### src/design/cpb_pkg.sv
package cpb_pkg;

    // ------------------------------------------------------------------
    // Phase generator
    // ------------------------------------------------------------------
    typedef enum logic [1:0] {
        CPB_PH_ONE   = 2'b00,
        CPB_PH_TWO   = 2'b01,
        CPB_PH_THREE = 2'b10,
        CPB_PH_FOUR  = 2'b11
    } cpb_phase_t;

    localparam cpb_phase_t CPB_PHASE_RESET = CPB_PH_ONE;

    // ------------------------------------------------------------------
    // Widths and reset values
    // ------------------------------------------------------------------
    localparam int unsigned CPB_PC_W       = 11;
    localparam int unsigned CPB_INSN_W     = 14;
    localparam int unsigned CPB_ADDR_W     = 7;
    localparam int unsigned CPB_DATA_W     = 8;
    localparam int unsigned CPB_STACK_D    = 8;
    localparam int unsigned CPB_STACK_PW   = 3;
    localparam logic [10:0] CPB_PC_RESET   = 11'h000;
    localparam logic [13:0] CPB_NOP_INSN   = 14'h0000;

    // ------------------------------------------------------------------
    // Data memory map
    // ------------------------------------------------------------------
    localparam int unsigned CPB_STATUS_BANK_BIT = 5;
    localparam logic [6:0]  CPB_SFR_LIMIT       = 7'h20;
    localparam logic [6:0]  CPB_COMMON_LO       = 7'h70;
    localparam logic [7:0]  CPB_B1_GPR_HI       = 8'hBF;
    localparam int unsigned CPB_RAM_WORDS       = 128;

    // Register file size per variant.
    localparam int unsigned CPB_GPR_SIZE_80  = 80;
    localparam int unsigned CPB_GPR_SIZE_96  = 96;
    localparam int unsigned CPB_GPR_SIZE_128 = 128;

endpackage : cpb_pkg

### src/design/cpb_phase_gen.sv
`timescale 1ns/1ps
`default_nettype none

module cpb_phase_gen (
    input  wire logic              clk,
    input  wire logic              reset,
    output cpb_pkg::cpb_phase_t    phase,
    output logic                   phase_one,
    output logic                   phase_two,
    output logic                   phase_three,
    output logic                   phase_four
);

    cpb_pkg::cpb_phase_t next_phase;

    assign next_phase  = cpb_pkg::cpb_phase_t'(phase + 2'h1);
    assign phase_one   = (phase == cpb_pkg::CPB_PH_ONE);
    assign phase_two   = (phase == cpb_pkg::CPB_PH_TWO);
    assign phase_three = (phase == cpb_pkg::CPB_PH_THREE);
    assign phase_four  = (phase == cpb_pkg::CPB_PH_FOUR);

    always_ff @(posedge clk) begin
        if (reset) begin
            phase <= cpb_pkg::CPB_PHASE_RESET;
        end else begin
            phase <= next_phase;
        end
    end

endmodule : cpb_phase_gen

`default_nettype wire

### src/design/cpb_core.sv
`timescale 1ns/1ps
`default_nettype none

module cpb_core #(
    parameter int unsigned GPR_SIZE = cpb_pkg::CPB_GPR_SIZE_128
) (
    input  wire logic        clk,
    input  wire logic        reset,
    // Program memory.
    output logic [10:0]      prog_addr,
    input  wire logic [13:0] prog_data,
    // Instruction presented to the execute unit.
    output logic [13:0]      instruction_latch,
    output logic             insn_valid,
    output logic [1:0]       phase,
    output logic             phase_one,
    output logic             phase_two,
    output logic             phase_three,
    output logic             phase_four,
    // Control from the execute unit.
    input  wire logic        jump_instruction,
    input  wire logic [10:0] jump_target,
    input  wire logic        call_push,
    input  wire logic        return_pop,
    // Data memory access.
    input  wire logic        use_indirect,
    input  wire logic [6:0]  direct_addr,
    input  wire logic [7:0]  indirect_pointer_reg,
    input  wire logic [7:0]  status_reg,
    input  wire logic        data_write,
    input  wire logic [7:0]  data_wdata,
    output logic [7:0]       operand,
    output logic             sfr_select,
    output logic [7:0]       sfr_addr,
    output logic             stack_overflow
);

    // ----------------------------------------------------------------
    // Phase generation
    // ----------------------------------------------------------------
    cpb_pkg::cpb_phase_t ph;

    cpb_phase_gen u_phase (
        .clk         (clk),
        .reset       (reset),
        .phase       (ph),
        .phase_one   (phase_one),
        .phase_two   (phase_two),
        .phase_three (phase_three),
        .phase_four  (phase_four)
    );

    assign phase = ph;

    // ----------------------------------------------------------------
    // Fetch pipeline
    // ----------------------------------------------------------------
    logic [10:0] program_counter;
    logic [13:0] fetch_word;
    logic        flush;
    logic [2:0]  stack_ptr;
    logic [3:0]  stack_count;
    logic [10:0] stack_mem [cpb_pkg::CPB_STACK_D];
    logic [10:0] next_pc;
    logic        redirect;

    // A redirect in this execution cycle makes the next fetched word stale.
    assign redirect  = jump_instruction | call_push | return_pop;
    assign next_pc   = return_pop
                     ? stack_mem[3'(stack_ptr - 3'h1)]
                     : (jump_instruction | call_push)
                     ? jump_target
                     : 11'(program_counter + 11'h001);
    assign prog_addr = program_counter;

    always_ff @(posedge clk) begin
        if (reset) begin
            program_counter <= cpb_pkg::CPB_PC_RESET;
        end else if (phase_one) begin
            program_counter <= 11'(program_counter + 11'h001);
        end else if (phase_four && redirect) begin
            program_counter <= next_pc;
        end
    end

    // Fetch word captured in phase four, handed to execute in phase one.
    always_ff @(posedge clk) begin
        if (reset) begin
            fetch_word <= cpb_pkg::CPB_NOP_INSN;
        end else if (phase_four) begin
            fetch_word <= prog_data;
        end
    end

    // The sequential word already fetched during a redirect is dropped.
    always_ff @(posedge clk) begin
        if (reset) begin
            flush <= 1'b1;
        end else if (phase_four) begin
            flush <= redirect;
        end
    end

    always_ff @(posedge clk) begin
        if (reset) begin
            instruction_latch <= cpb_pkg::CPB_NOP_INSN;
            insn_valid        <= 1'b0;
        end else if (phase_one) begin
            instruction_latch <= flush ? cpb_pkg::CPB_NOP_INSN
                                       : fetch_word;
            insn_valid        <= ~flush;
        end
    end

    // ----------------------------------------------------------------
    // Return stack
    // ----------------------------------------------------------------
    // A ninth push overwrites the oldest entry; the sticky flag tells the
    // execute unit that a return address has been lost.
    logic stack_full;

    assign stack_full = (stack_count == 4'(cpb_pkg::CPB_STACK_D));

    always_ff @(posedge clk) begin
        if (reset) begin
            stack_ptr      <= 3'h0;
            stack_count    <= 4'h0;
            stack_overflow <= 1'b0;
        end else if (phase_four && call_push) begin
            stack_mem[stack_ptr] <= program_counter;
            stack_ptr            <= 3'(stack_ptr + 3'h1);
            if (stack_full) begin
                stack_overflow <= 1'b1;
            end else begin
                stack_count <= 4'(stack_count + 4'h1);
            end
        end else if (phase_four && return_pop) begin
            stack_ptr   <= 3'(stack_ptr - 3'h1);
            stack_count <= (stack_count == 4'h0) ? 4'h0
                         : 4'(stack_count - 4'h1);
        end
    end

    // ----------------------------------------------------------------
    // Data memory decode
    // ----------------------------------------------------------------
    function automatic logic [7:0] cpb_full_addr(
        input logic       ind,
        input logic [6:0] dir,
        input logic [7:0] ptr,
        input logic [7:0] st
    );
        cpb_full_addr = ind ? ptr
                      : {st[cpb_pkg::CPB_STATUS_BANK_BIT], dir};
    endfunction : cpb_full_addr

    logic [7:0] full_addr;
    logic       bank;
    logic [6:0] offs;
    logic       is_sfr;
    logic       is_common;
    logic       ram_hit;
    logic [6:0] ram_index;
    logic [7:0] ram [cpb_pkg::CPB_RAM_WORDS];

    assign full_addr = cpb_full_addr(use_indirect, direct_addr,
                                     indirect_pointer_reg, status_reg);
    assign bank      = full_addr[7];
    assign offs      = full_addr[6:0];
    assign is_sfr    = (offs < cpb_pkg::CPB_SFR_LIMIT);
    assign is_common = bank && (offs >= cpb_pkg::CPB_COMMON_LO)
                     && (GPR_SIZE != cpb_pkg::CPB_GPR_SIZE_80);

    // Bank 0 RAM sits at index offs (20h-7Fh). Bank 1 A0h-BFh takes the
    // indices 00h-1Fh, which bank 0 never uses because its SFRs sit there,
    // so the two banks share no byte outside the common window.
    assign ram_index = (bank && !is_common)
                     ? 7'(offs - cpb_pkg::CPB_SFR_LIMIT)
                     : offs;
    assign ram_hit   = !is_sfr && (!bank
                     ? (32'(offs) < 32'(GPR_SIZE) + 32'h20
                        || GPR_SIZE == cpb_pkg::CPB_GPR_SIZE_128)
                     : (is_common
                        || (GPR_SIZE == cpb_pkg::CPB_GPR_SIZE_128
                            && full_addr <= cpb_pkg::CPB_B1_GPR_HI)));
    assign sfr_select = is_sfr;
    assign sfr_addr   = full_addr;

    always_ff @(posedge clk) begin
        if (reset) begin
            operand <= 8'h00;
        end else if (phase_two) begin
            operand <= ram_hit ? ram[ram_index] : 8'h00;
        end
    end

    // A flushed slot must not write, or a discarded instruction would
    // still change memory.
    logic ram_write;

    assign ram_write = phase_four && data_write && ram_hit && insn_valid;

    always_ff @(posedge clk) begin
        if (ram_write) begin
            ram[ram_index] <= data_wdata;
        end
    end

endmodule : cpb_core

`default_nettype wire

### config.mk
export PLATFORM = sky130hd
export DESIGN_NAME = cpb_core
export DESIGN_NICKNAME = d
export VERILOG_FILES = /design/src/design/cpb_pkg.sv /design/src/design/cpb_phase_gen.sv /design/src/design/cpb_core.sv
export SDC_FILE = /design/constraint.sdc
export NUM_CORES = 1
export LEC_CHECK = 0
export ABC_CLOCK_PERIOD_IN_PS = 8450
export BUFFER_PORTS_ARGS = -buffer_cell sky130_fd_sc_hd__buf_2
export CORE_AREA = 2 2 200 398
export CTS_CLUSTER_DIAMETER = 100
export CTS_CLUSTER_SIZE = 40
export DETAILED_ROUTE_END_ITERATION = 7
export DIE_AREA = 0 0 202 400
export MAX_ROUTING_LAYER = met4
export PLACE_DENSITY = 0.85
export SETUP_SLACK_MARGIN = 0.5
export SLEW_MARGIN = 20
export SYNTH_ARGS = -nofsm -noshare
export SYNTH_HDL_FRONTEND = slang
export SYNTH_SLANG_ARGS = --single-unit
### constraint.sdc
create_clock -name clk -period 8.45 [get_ports clk]
set_input_delay 1.69 -clock clk [delete_from_list [all_inputs] [get_ports clk]]
set_output_delay 1.69 -clock clk [all_outputs]
set_load 0.03 [all_outputs]
==> summary.md, run 1 <==
| Metric | Value |
|---|---|
| Status | `finished with violations` |
| Violated checks | `design-rule violations` |
| Post-synthesis mux area share | `0.0459` |
| Crit-path slowest cell | `buf_4` |
| Nets | `between 3000 and 4000` |
| Hold WC Path Type | `reg -> reg` |
| YS warnings | `0` |
| Initial DRC count | `4303` |
| Primary FF master, synth | `edfxtp_1` |
| Synth-to-layout area growth | `5.44%` |
| Core area | `a little under 80000 µm²` |
| Ratio of cells with drive above 1 in the final layout | `0.0735` |
| Routed via count | `28600` |
| First-pass GRT wire length | `167 mm` |
| Highest clock rate | `0.159 GHz` |
| Seq/Total Area, Yosys | `0.746` |
| Pwr/cell area | `198 nW/µm²` |
| Synthesized flop and latch total | `approximately 1200` |
| Avg Cell Area, Syn | `13.8 µm²` |
| Die Width | `202 µm` |
| Post-layout minimum cycle time | `6310 ps` |
| DIE HEIGHT | `400 µm` |
| CTS H-tree depth | `2` |
| Post-synth top cells | `edfxtp_1 (1112), nand2_1 (825), nand3_1 (231)` |
| Gr ovfl total | `0` |
| Part of the cycle the worst path needs | `0.746` |
| Final hold slack | `~500 ps` |
| Antenna-violating nets left | `0` |
| Synthesized area | `46300 µm²` |
| Average vias per placed instance | `roughly 6.5` |
| CTS tree | `yes` |
| Initial Utilization | `0.595` |
| Detailed placer's ending HPWL | `between 60 and 70 mm` |
| Initial antenna violation count | `3` |
| Top cells by area, synth | `edfxtp_1 (72%), nand2_1 (6.7%), mux2i_1 (3.3%)` |
| Final setup viols | `0` |
| Max-Cap Viols | `0` |
| Max clock buf depth | `3` |
| Largest net degree at the start of global routing | `about 180` |
| Number of global-route vias before repair | `between 20000 and 30000` |
| Post-synth ARST share | `0` |
| Worst-margin pin slew | `1200 ps` |
| CP Depth | `6` |
| Clock-pin slew on the worst setup and hold paths | `around 140 ps` |
| Synth unique cells | `58` |
| Top Ports | `between 100 and 150` |
| Die area | `80800 µm²` |
| Routability Congestion | `0.910` |
| Post-Synth Simple-Gate Area | `0.121` |
| Worst path top cell family by delay | `buffers and inverters` |
| Post-synth top area cell | `edfxtp_1` |
| Initial DRT Pass Iterations | `8` |
| Adder-cell share of the synthesized area | `0.00297` |
| Clock root cell | `clkbuf_16` |
| Number of fill cells in the layout | `5251` |
| EDFF count, synth | `between 1000 and 1500` |
| RSZ-0062 raised after global routing | `false` |
| Lkg Pwr | `0.0158 µW` |
| Worst clock skew | `between 30 and 40 ps` |
| Synth Area in Compound Gates | `0.0608` |
| Worst R2R Path Depth | `7` |
| Hold path start | `stack_overflow$_SDFFE_PP0P_` |
| R2R setup slack | `4700 ps` |
| Cts bufs inserted | `35` |
| Xor/xnor share of the synthesized area | `0.00132` |
| Worst Path Max Fanout | `around 110` |
| Worst-Skew Late Latency | `between 600 and 700 ps` |
| Cells after Synth | `~3400` |
| Crit path DAT | `between 4000 and 5000 ps` |
| CP max stage delay | `around 770 ps` |
| CP required | `6760 ps` |
| Final core occ | `0.628` |
| All-Layer GR Usage | `0.288` |
| Hold Path Cell Cnt | `2` |
| Critical path class | `in -> out` |
| Wire length per cell | `around 26 µm` |
| Main combinational cell family by area after synthesis | `simple AND/OR/NAND/NOR gates` |
| Post-Route WL | `114 mm` |
| Post-Place Setup Slack | `between 2000 and 2500 ps` |
| Final hold viol count | `0` |
| Critical R2R Launch | `u_phase.phase[0]$_SDFF_PP0_` |
| PnR worst setup slack | `2140 ps` |
| Design Area, Final | `48800 µm²` |
| CP Buf/Inv Count | `5` |
| Post_cts resized | `0` |
| Critical path endpoint category | `output pin` |
| Crit path launch | `use_indirect` |
| Clock sink count | `around 1200` |
| Buffers on Ports | `between 100 and 150` |
| Cts hold-fix bufs | `0` |
| Pins Over Slew Limit | `0` |
| Synthesized net count | `roughly 3400` |
| Worst path cell trace | `buf_2 -> mux2i_4 -> inv_8 -> buf_4 -> buf_4 -> buf_2` |
| Row count | `145` |
| Setup crit start kind | `input port` |
| Top-area cell type share of the netlist area | `0.721` |
| Top-count cell post-synth | `edfxtp_1` |
| Setup TNS | `0 ps` |
| Max rail drop VDD | `0.175 mV` |
| Rel. slew slack | `0.195` |
| Post-CTS Setup Repair Bufs | `0` |
| # DRC | `1` |
| Placed cell area | `47800 µm²` |
==> registers in the layout, indices dropped and copies added (netlist names) <==
signal,cells
stack_ptr,3
stack_count,4
stack_mem,88
u_phase.phase,2
fetch_word,14
operand,8
stack_overflow,1
ram,1024
flush,1
prog_addr,11
insn_valid,1
instruction_latch,14
==> where the power goes <==
part | leakage [µW] | internal [µW] | total (µW) | switching [µW]
Sequential | 0.0105 | 6360 | 6380 | 26.3
Clock | 0.000500 | 839 | 2420 | 1580
Combinational | 0.00482 | 224 | 866 | 642
Total | 0.0158 | 7420 | 9670 | 2250
==> worst paths after layout <==
path,end
worst max-delay path,sfr_addr[0]
worst min-delay path,stack_overflow$_SDFFE_PP0P_
worst min register to register,stack_overflow$_SDFFE_PP0P_
worst max register to register,ram[47][5]$_DFFE_PP_
==> cell families after synthesis <==
group	after synthesis
fa+ha+maj	11
buf+inv	234
xor+xnor	7
mux	183
flops	1171
simple gates	1358
compound gates	402
==> cells in the final DEF, fill, tap and decap left out, types with 13 or more instances in the layout <==
cell type / instances
buf_2: 97
edfxtp_1: 1112
buf_4: 60
o22ai_1: 15
nor2b_1: 20
nand4_1: 22
inv_1: 14
o21ai_0: 13
o41ai_1: 13
nor2_1: 210
a21oi_1: 87
clkbuf_16: 36
clkbuf_1: 24
nand2_1: 823
nand3_1: 231
a32oi_1: 112
nor4_1: 18
a31oi_1: 95
mux4_2: 22
dfxtp_1: 59
a211oi_1: 13
mux2i_1: 154
==> area by class of cell <==
class / instances / area (µm²) / area share
sequential: 1171 / 34600 / 0.708
multi-input combinational: 1961 / 10800 / 0.222
tap: 1029 / 1290 / 0.0264
timing repair buffer: 162 / 1030 / 0.0210
clock buffer: 60 / 991 / 0.0203
inverter: 15 / 63.8 / 0.00131
clock inverter: 4 / 61.3 / 0.00126
antenna: 3 / 7.51 / 0.000154
==> worst reg2reg max path, cell delays in order, from the launching register on <==
cell and delay (ps):
dfxtp_1 440, ha_1 180, buf_4 340, nand4_1 360, nor2_1 340, nand2_1 540
buf_4 450, nor2_1 730
==> per-layer routing <==
layer  track usage  vias to the layer above  part of all wire  routed length [µm]
met4         0.204                        0             0.082                9390
met5             -                        -                 0                   0
li1              -                    12400                 -                   -
met1         0.313                    13800              0.31               35900
met2         0.485                     1980              0.51               57900
met3        0.0459                      439             0.096               11000
==> stage by stage <==
step | cells | total power [µW]
finish | 4405 | 9670
global route | 4405 | 9860
CTS | 4402 | 9630
detailed placement | 4338 | 7350
global placement | 4338 | 7330
floorplan | 3366 | 7000
(Power assumes the default switching activity.)
==> inputs of run 2 (changes only) <==
--- a/config.mk
+++ b/config.mk
@@ -5,15 +5,16 @@
 export SDC_FILE = /design/constraint.sdc
 export NUM_CORES = 1
 export LEC_CHECK = 0
-export ABC_CLOCK_PERIOD_IN_PS = 8450
+export ABC_AREA = 1
+export ABC_CLOCK_PERIOD_IN_PS = 5350
 export BUFFER_PORTS_ARGS = -buffer_cell sky130_fd_sc_hd__buf_2
-export CORE_AREA = 2 2 200 398
+export CORE_AREA = 2 2 210 419
 export CTS_CLUSTER_DIAMETER = 100
 export CTS_CLUSTER_SIZE = 40
 export DETAILED_ROUTE_END_ITERATION = 7
-export DIE_AREA = 0 0 202 400
+export DIE_AREA = 0 0 212 421
 export MAX_ROUTING_LAYER = met4
-export PLACE_DENSITY = 0.85
+export PLACE_DENSITY = 0.84
 export SETUP_SLACK_MARGIN = 0.5
 export SLEW_MARGIN = 20
 export SYNTH_ARGS = -nofsm -noshare
==> constraint.sdc (replaced) <==
create_clock -name clk -period 5.35 [get_ports clk]
set_input_delay 1.07 -clock clk [delete_from_list [all_inputs] [get_ports clk]]
set_output_delay 1.07 -clock clk [all_outputs]
set_load 0.03 [all_outputs]
==> run 2 against run 1 <==
Effect of this change: the flow now finishes without violations; core utilization shrank 4.6 points; sequential power grew 58%; die area grew 10%; clock power grew 54%; via count grew 9.7%; cell count grew 20%; global-route usage shrank 3.3 points; synthesized cell count grew 23%; largest power group unchanged.
==> summary.md, run 2 <==
| Metric | Value |
|---|---|
| DIE HEIGHT | `between 400 and 500 µm` |
| PnR worst setup slack | `1490 ps` |
| Post_cts resized | `0` |
| Largest regs | `ram: 1024 flops, stack_mem: 88 flops` |
| Core area | `~86000 µm²` |
| Average vias per placed instance | `about 5.9` |
| Status | `finished, final reports clean` |
| Synthesized net count | `4225` |
| Antenna-violating nets left | `0` |
| Post-synth ARST share | `0` |
| Hold path start | `fetch_word[11]$_SDFFE_PP0P_` |
| Crit-path slowest cell | `nor2_1` |
| Cells after DPL | `5241` |
| Worst-margin pin slew | `around 1100 ps` |
| Max clock buf depth | `3` |
| Critical path class | `in -> reg` |
| Nets | `about 4200` |
| Post-synth top area cell | `edfxtp_1` |
| Synthesized area | `approximately 48000 µm²` |
| All-Layer GR Usage | `0.255` |
| Cells after Synth | `4151` |
| Primary FF master, synth | `edfxtp_1` |
| R2R Path End | `prog_addr[4]$_SDFFE_PP0P_` |
| Critical path endpoint category | `flip-flop` |
| Routed via count | `31400` |
| Number of global-route vias before repair | `just under 30000` |
| CP required | `5620 ps` |
| Top reg by flops | `ram` |
| Clock sink count | `1171` |
| Initial DRC count | `5017` |
| Post-CTS Setup Repair Bufs | `0` |
| Die Width | `212 µm` |
| Avg Cell Area, Syn | `11.5 µm²` |
| Finished Layout Cells | `5293` |
| RSZ-0062 raised after global routing | `false` |
| Initial antenna violation count | `0` |
| Pins Over Slew Limit | `0` |
| Clock root cell | `clkbuf_16` |
| Final hold slack | `464 ps` |
| Die area | `89300 µm²` |
| Largest net degree at the start of global routing | `132` |
| Worst path top cell family by delay | `simple AND/OR/NAND/NOR gates` |
| Total power | `between 15000 and 20000 µW` |
| CP most frequent cell | `nand2_1` |
| CP Buf/Inv Count | `3` |
| Clock-pin slew on the worst setup and hold paths | `130 ps` |
| Crit path DAT | `4130 ps` |
| Buffers on Ports | `105` |
| Top-area cell type share of the netlist area | `0.698` |
| CTS H-tree depth | `2` |
| Rel. slew slack | `0.237` |
| Hold WC Path Type | `reg -> reg` |
| Final setup viols | `0` |
| First-pass GRT wire length | `168 mm` |
| Pwr/cell area | `just over 300 nW/µm²` |
| Seq/Total Area, Yosys | `0.723` |
| Post-synth top cells | `nand2_1 (1380), edfxtp_1 (1112), nand3_1 (543)` |
| Initial DRT Pass Iterations | `6` |
| Row count | `153` |
| Most common cell after layout, fill and taps aside | `nand2_1` |
| Post-Place Setup Slack | `887 ps` |
| Routability Congestion | `0.871` |
| Most frequent cells in the layout | `nand2_1 (1379), edfxtp_1 (1112), nand3_1 (543)` |
| Max-Cap Viols | `0` |
| Synth-to-layout area growth | `4.88%` |
| Top-count cell post-synth | `nand2_1` |
| EDFF count, synth | `1112` |
| Worst Path Max Fanout | `13` |
| Worst clock skew | `35.8 ps` |
| Top cells by area, synth | `edfxtp_1 (70%), nand2_1 (11%), nand3_1 (5.7%)` |
| # DRC | `0` |
| Hold Path Cell Cnt | `2` |
| Worst R2R Path Depth | `8` |
| Final hold viol count | `0` |
| YS warnings | `0` |
| CP max stage delay | `730 ps` |
| Ratio of cells with drive above 1 in the final layout | `0.0615` |
| Critical R2R Launch | `stack_ptr[0]$_SDFFE_PP0P_` |
| CTS tree | `yes` |
| Max rail drop VDD | `0.333 mV` |
| R2R setup slack | `approximately 1900 ps` |
| Setup crit start kind | `input port` |
| Cts hold-fix bufs | `0` |
| Top Ports | `113` |
| Synth unique cells | `45` |
| Wire length per cell | `21.2 µm` |
| Cts bufs inserted | `35` |
| Detailed placer's ending HPWL | `66.2 mm` |
| Worst path cell trace | `buf_2 -> inv_2 -> o21ai_1 -> inv_1 -> ha_1 -> a21oi_2 -> nand2_2 -> nand2_1 -> nand2_1 -> nor2_4 -> nand2_1 -> nor2_1` |
| Post-Route WL | `112 mm` |
| Max FFs per register | `1024` |
| Setup TNS | `0 ps` |
| Worst-Skew Late Latency | `640 ps` |
| Lkg Pwr | `around 0.018 µW` |
| Post-layout minimum cycle time | `3860 ps` |
| Initial Utilization | `0.554` |
| Highest clock rate | `0.259 GHz` |
| Synthesized flop and latch total | `1171` |
| Gr ovfl total | `0` |
| Sink of the worst hold path | `fetch_word[11]$_SDFFE_PP0P_` |
| Part of the cycle the worst path needs | `0.721` |
-- run 2: cell types whose count changed in the layout (fill, tap and decap cells not counted), sizes merged, moves of 22 or more --
cell / change
mux2i: -156
nand4: +42
nand3: +314
inv: +176
a31oi: -91
nor2: +44
nand2: +569
o21ai: +133
mux4: -22
a32oi: -112
-- run 2: kinds of logic (layout without fill, tap and decap cells) --
logic type	Yosys count	count (layout)	synth area share
other cells	0	1	0
simple gates	2280	2280	0.201
flops	1171	1171	0.723
fa+ha+maj	11	11	0.00288
compound gates	269	269	0.0311
buf+inv	411	390	0.0409
xor+xnor	9	9	0.00165
-- run 2: worst max-delay path by stage --
| stage | cells past startpoint | to | from | slack (ps) |
|---|---|---|---|---|
| after floorplan | 11 | ram[80][0]$_DFFE_PP_ | use_indirect | 1710 |
| after CTS | 12 | ram[106][6]$_DFFE_PP_ | use_indirect | 1570 |
| after detailed placement | 12 | ram[106][1]$_DFFE_PP_ | use_indirect | 890 |
| final | 12 | ram[102][6]$_DFFE_PP_ | use_indirect | 1490 |
| after global placement | 13 | ram[99][4]$_DFFE_PP_ | use_indirect | 1090 |
| after global routing | 12 | ram[112][6]$_DFFE_PP_ | use_indirect | 1320 |
-- run 2: power breakdown --
| part | internal [µW] | switching [µW] |
|---|---|---|
| combinational | 384 | 1200 |
| clock | 1260 | 2470 |
| sequential | 10100 | 39.6 |
| total | 11700 | 3720 |
-- run 2: area by class of cell --
class	instances	area [µm²]
Clock inverter	4	56.3
Inverter	190	713
Antenna cell	1	2.50
Fill cell	6510	36200
Timing Repair Buffer	149	1080
Sequential cell	1171	34600
Multi-Input combinational cell	2569	11400
Clock buffer	47	921
Tap cell	1162	1450
-- run 2: metal layers --
| layer | global-route usage | share of wire | vias up |
|---|---|---|---|
| met1 | 0.333 | 0.36 | 15000 |
| met2 | 0.403 | 0.48 | 1938 |
| met5 | - | 0 | - |
| met4 | 0.108 | 0.046 | 0 |
| li1 | - | - | 14200 |
| met3 | 0.0376 | 0.11 | 291 |
-- run 2: through the flow --
step | cell area (µm²) | utilization
after floorplan | 47800 | -
after global placement | 49200 | 0.570
after detailed placement | 49200 | 0.570
after CTS | 50200 | 0.581
after global routing | 50200 | 0.581
final | 50200 | 0.581
-- run 2: worst min-delay path, stage by stage, from the launching register on --
cell     delay [ps]
dfxtp_1         320
inv_1            50
a21oi_1          60
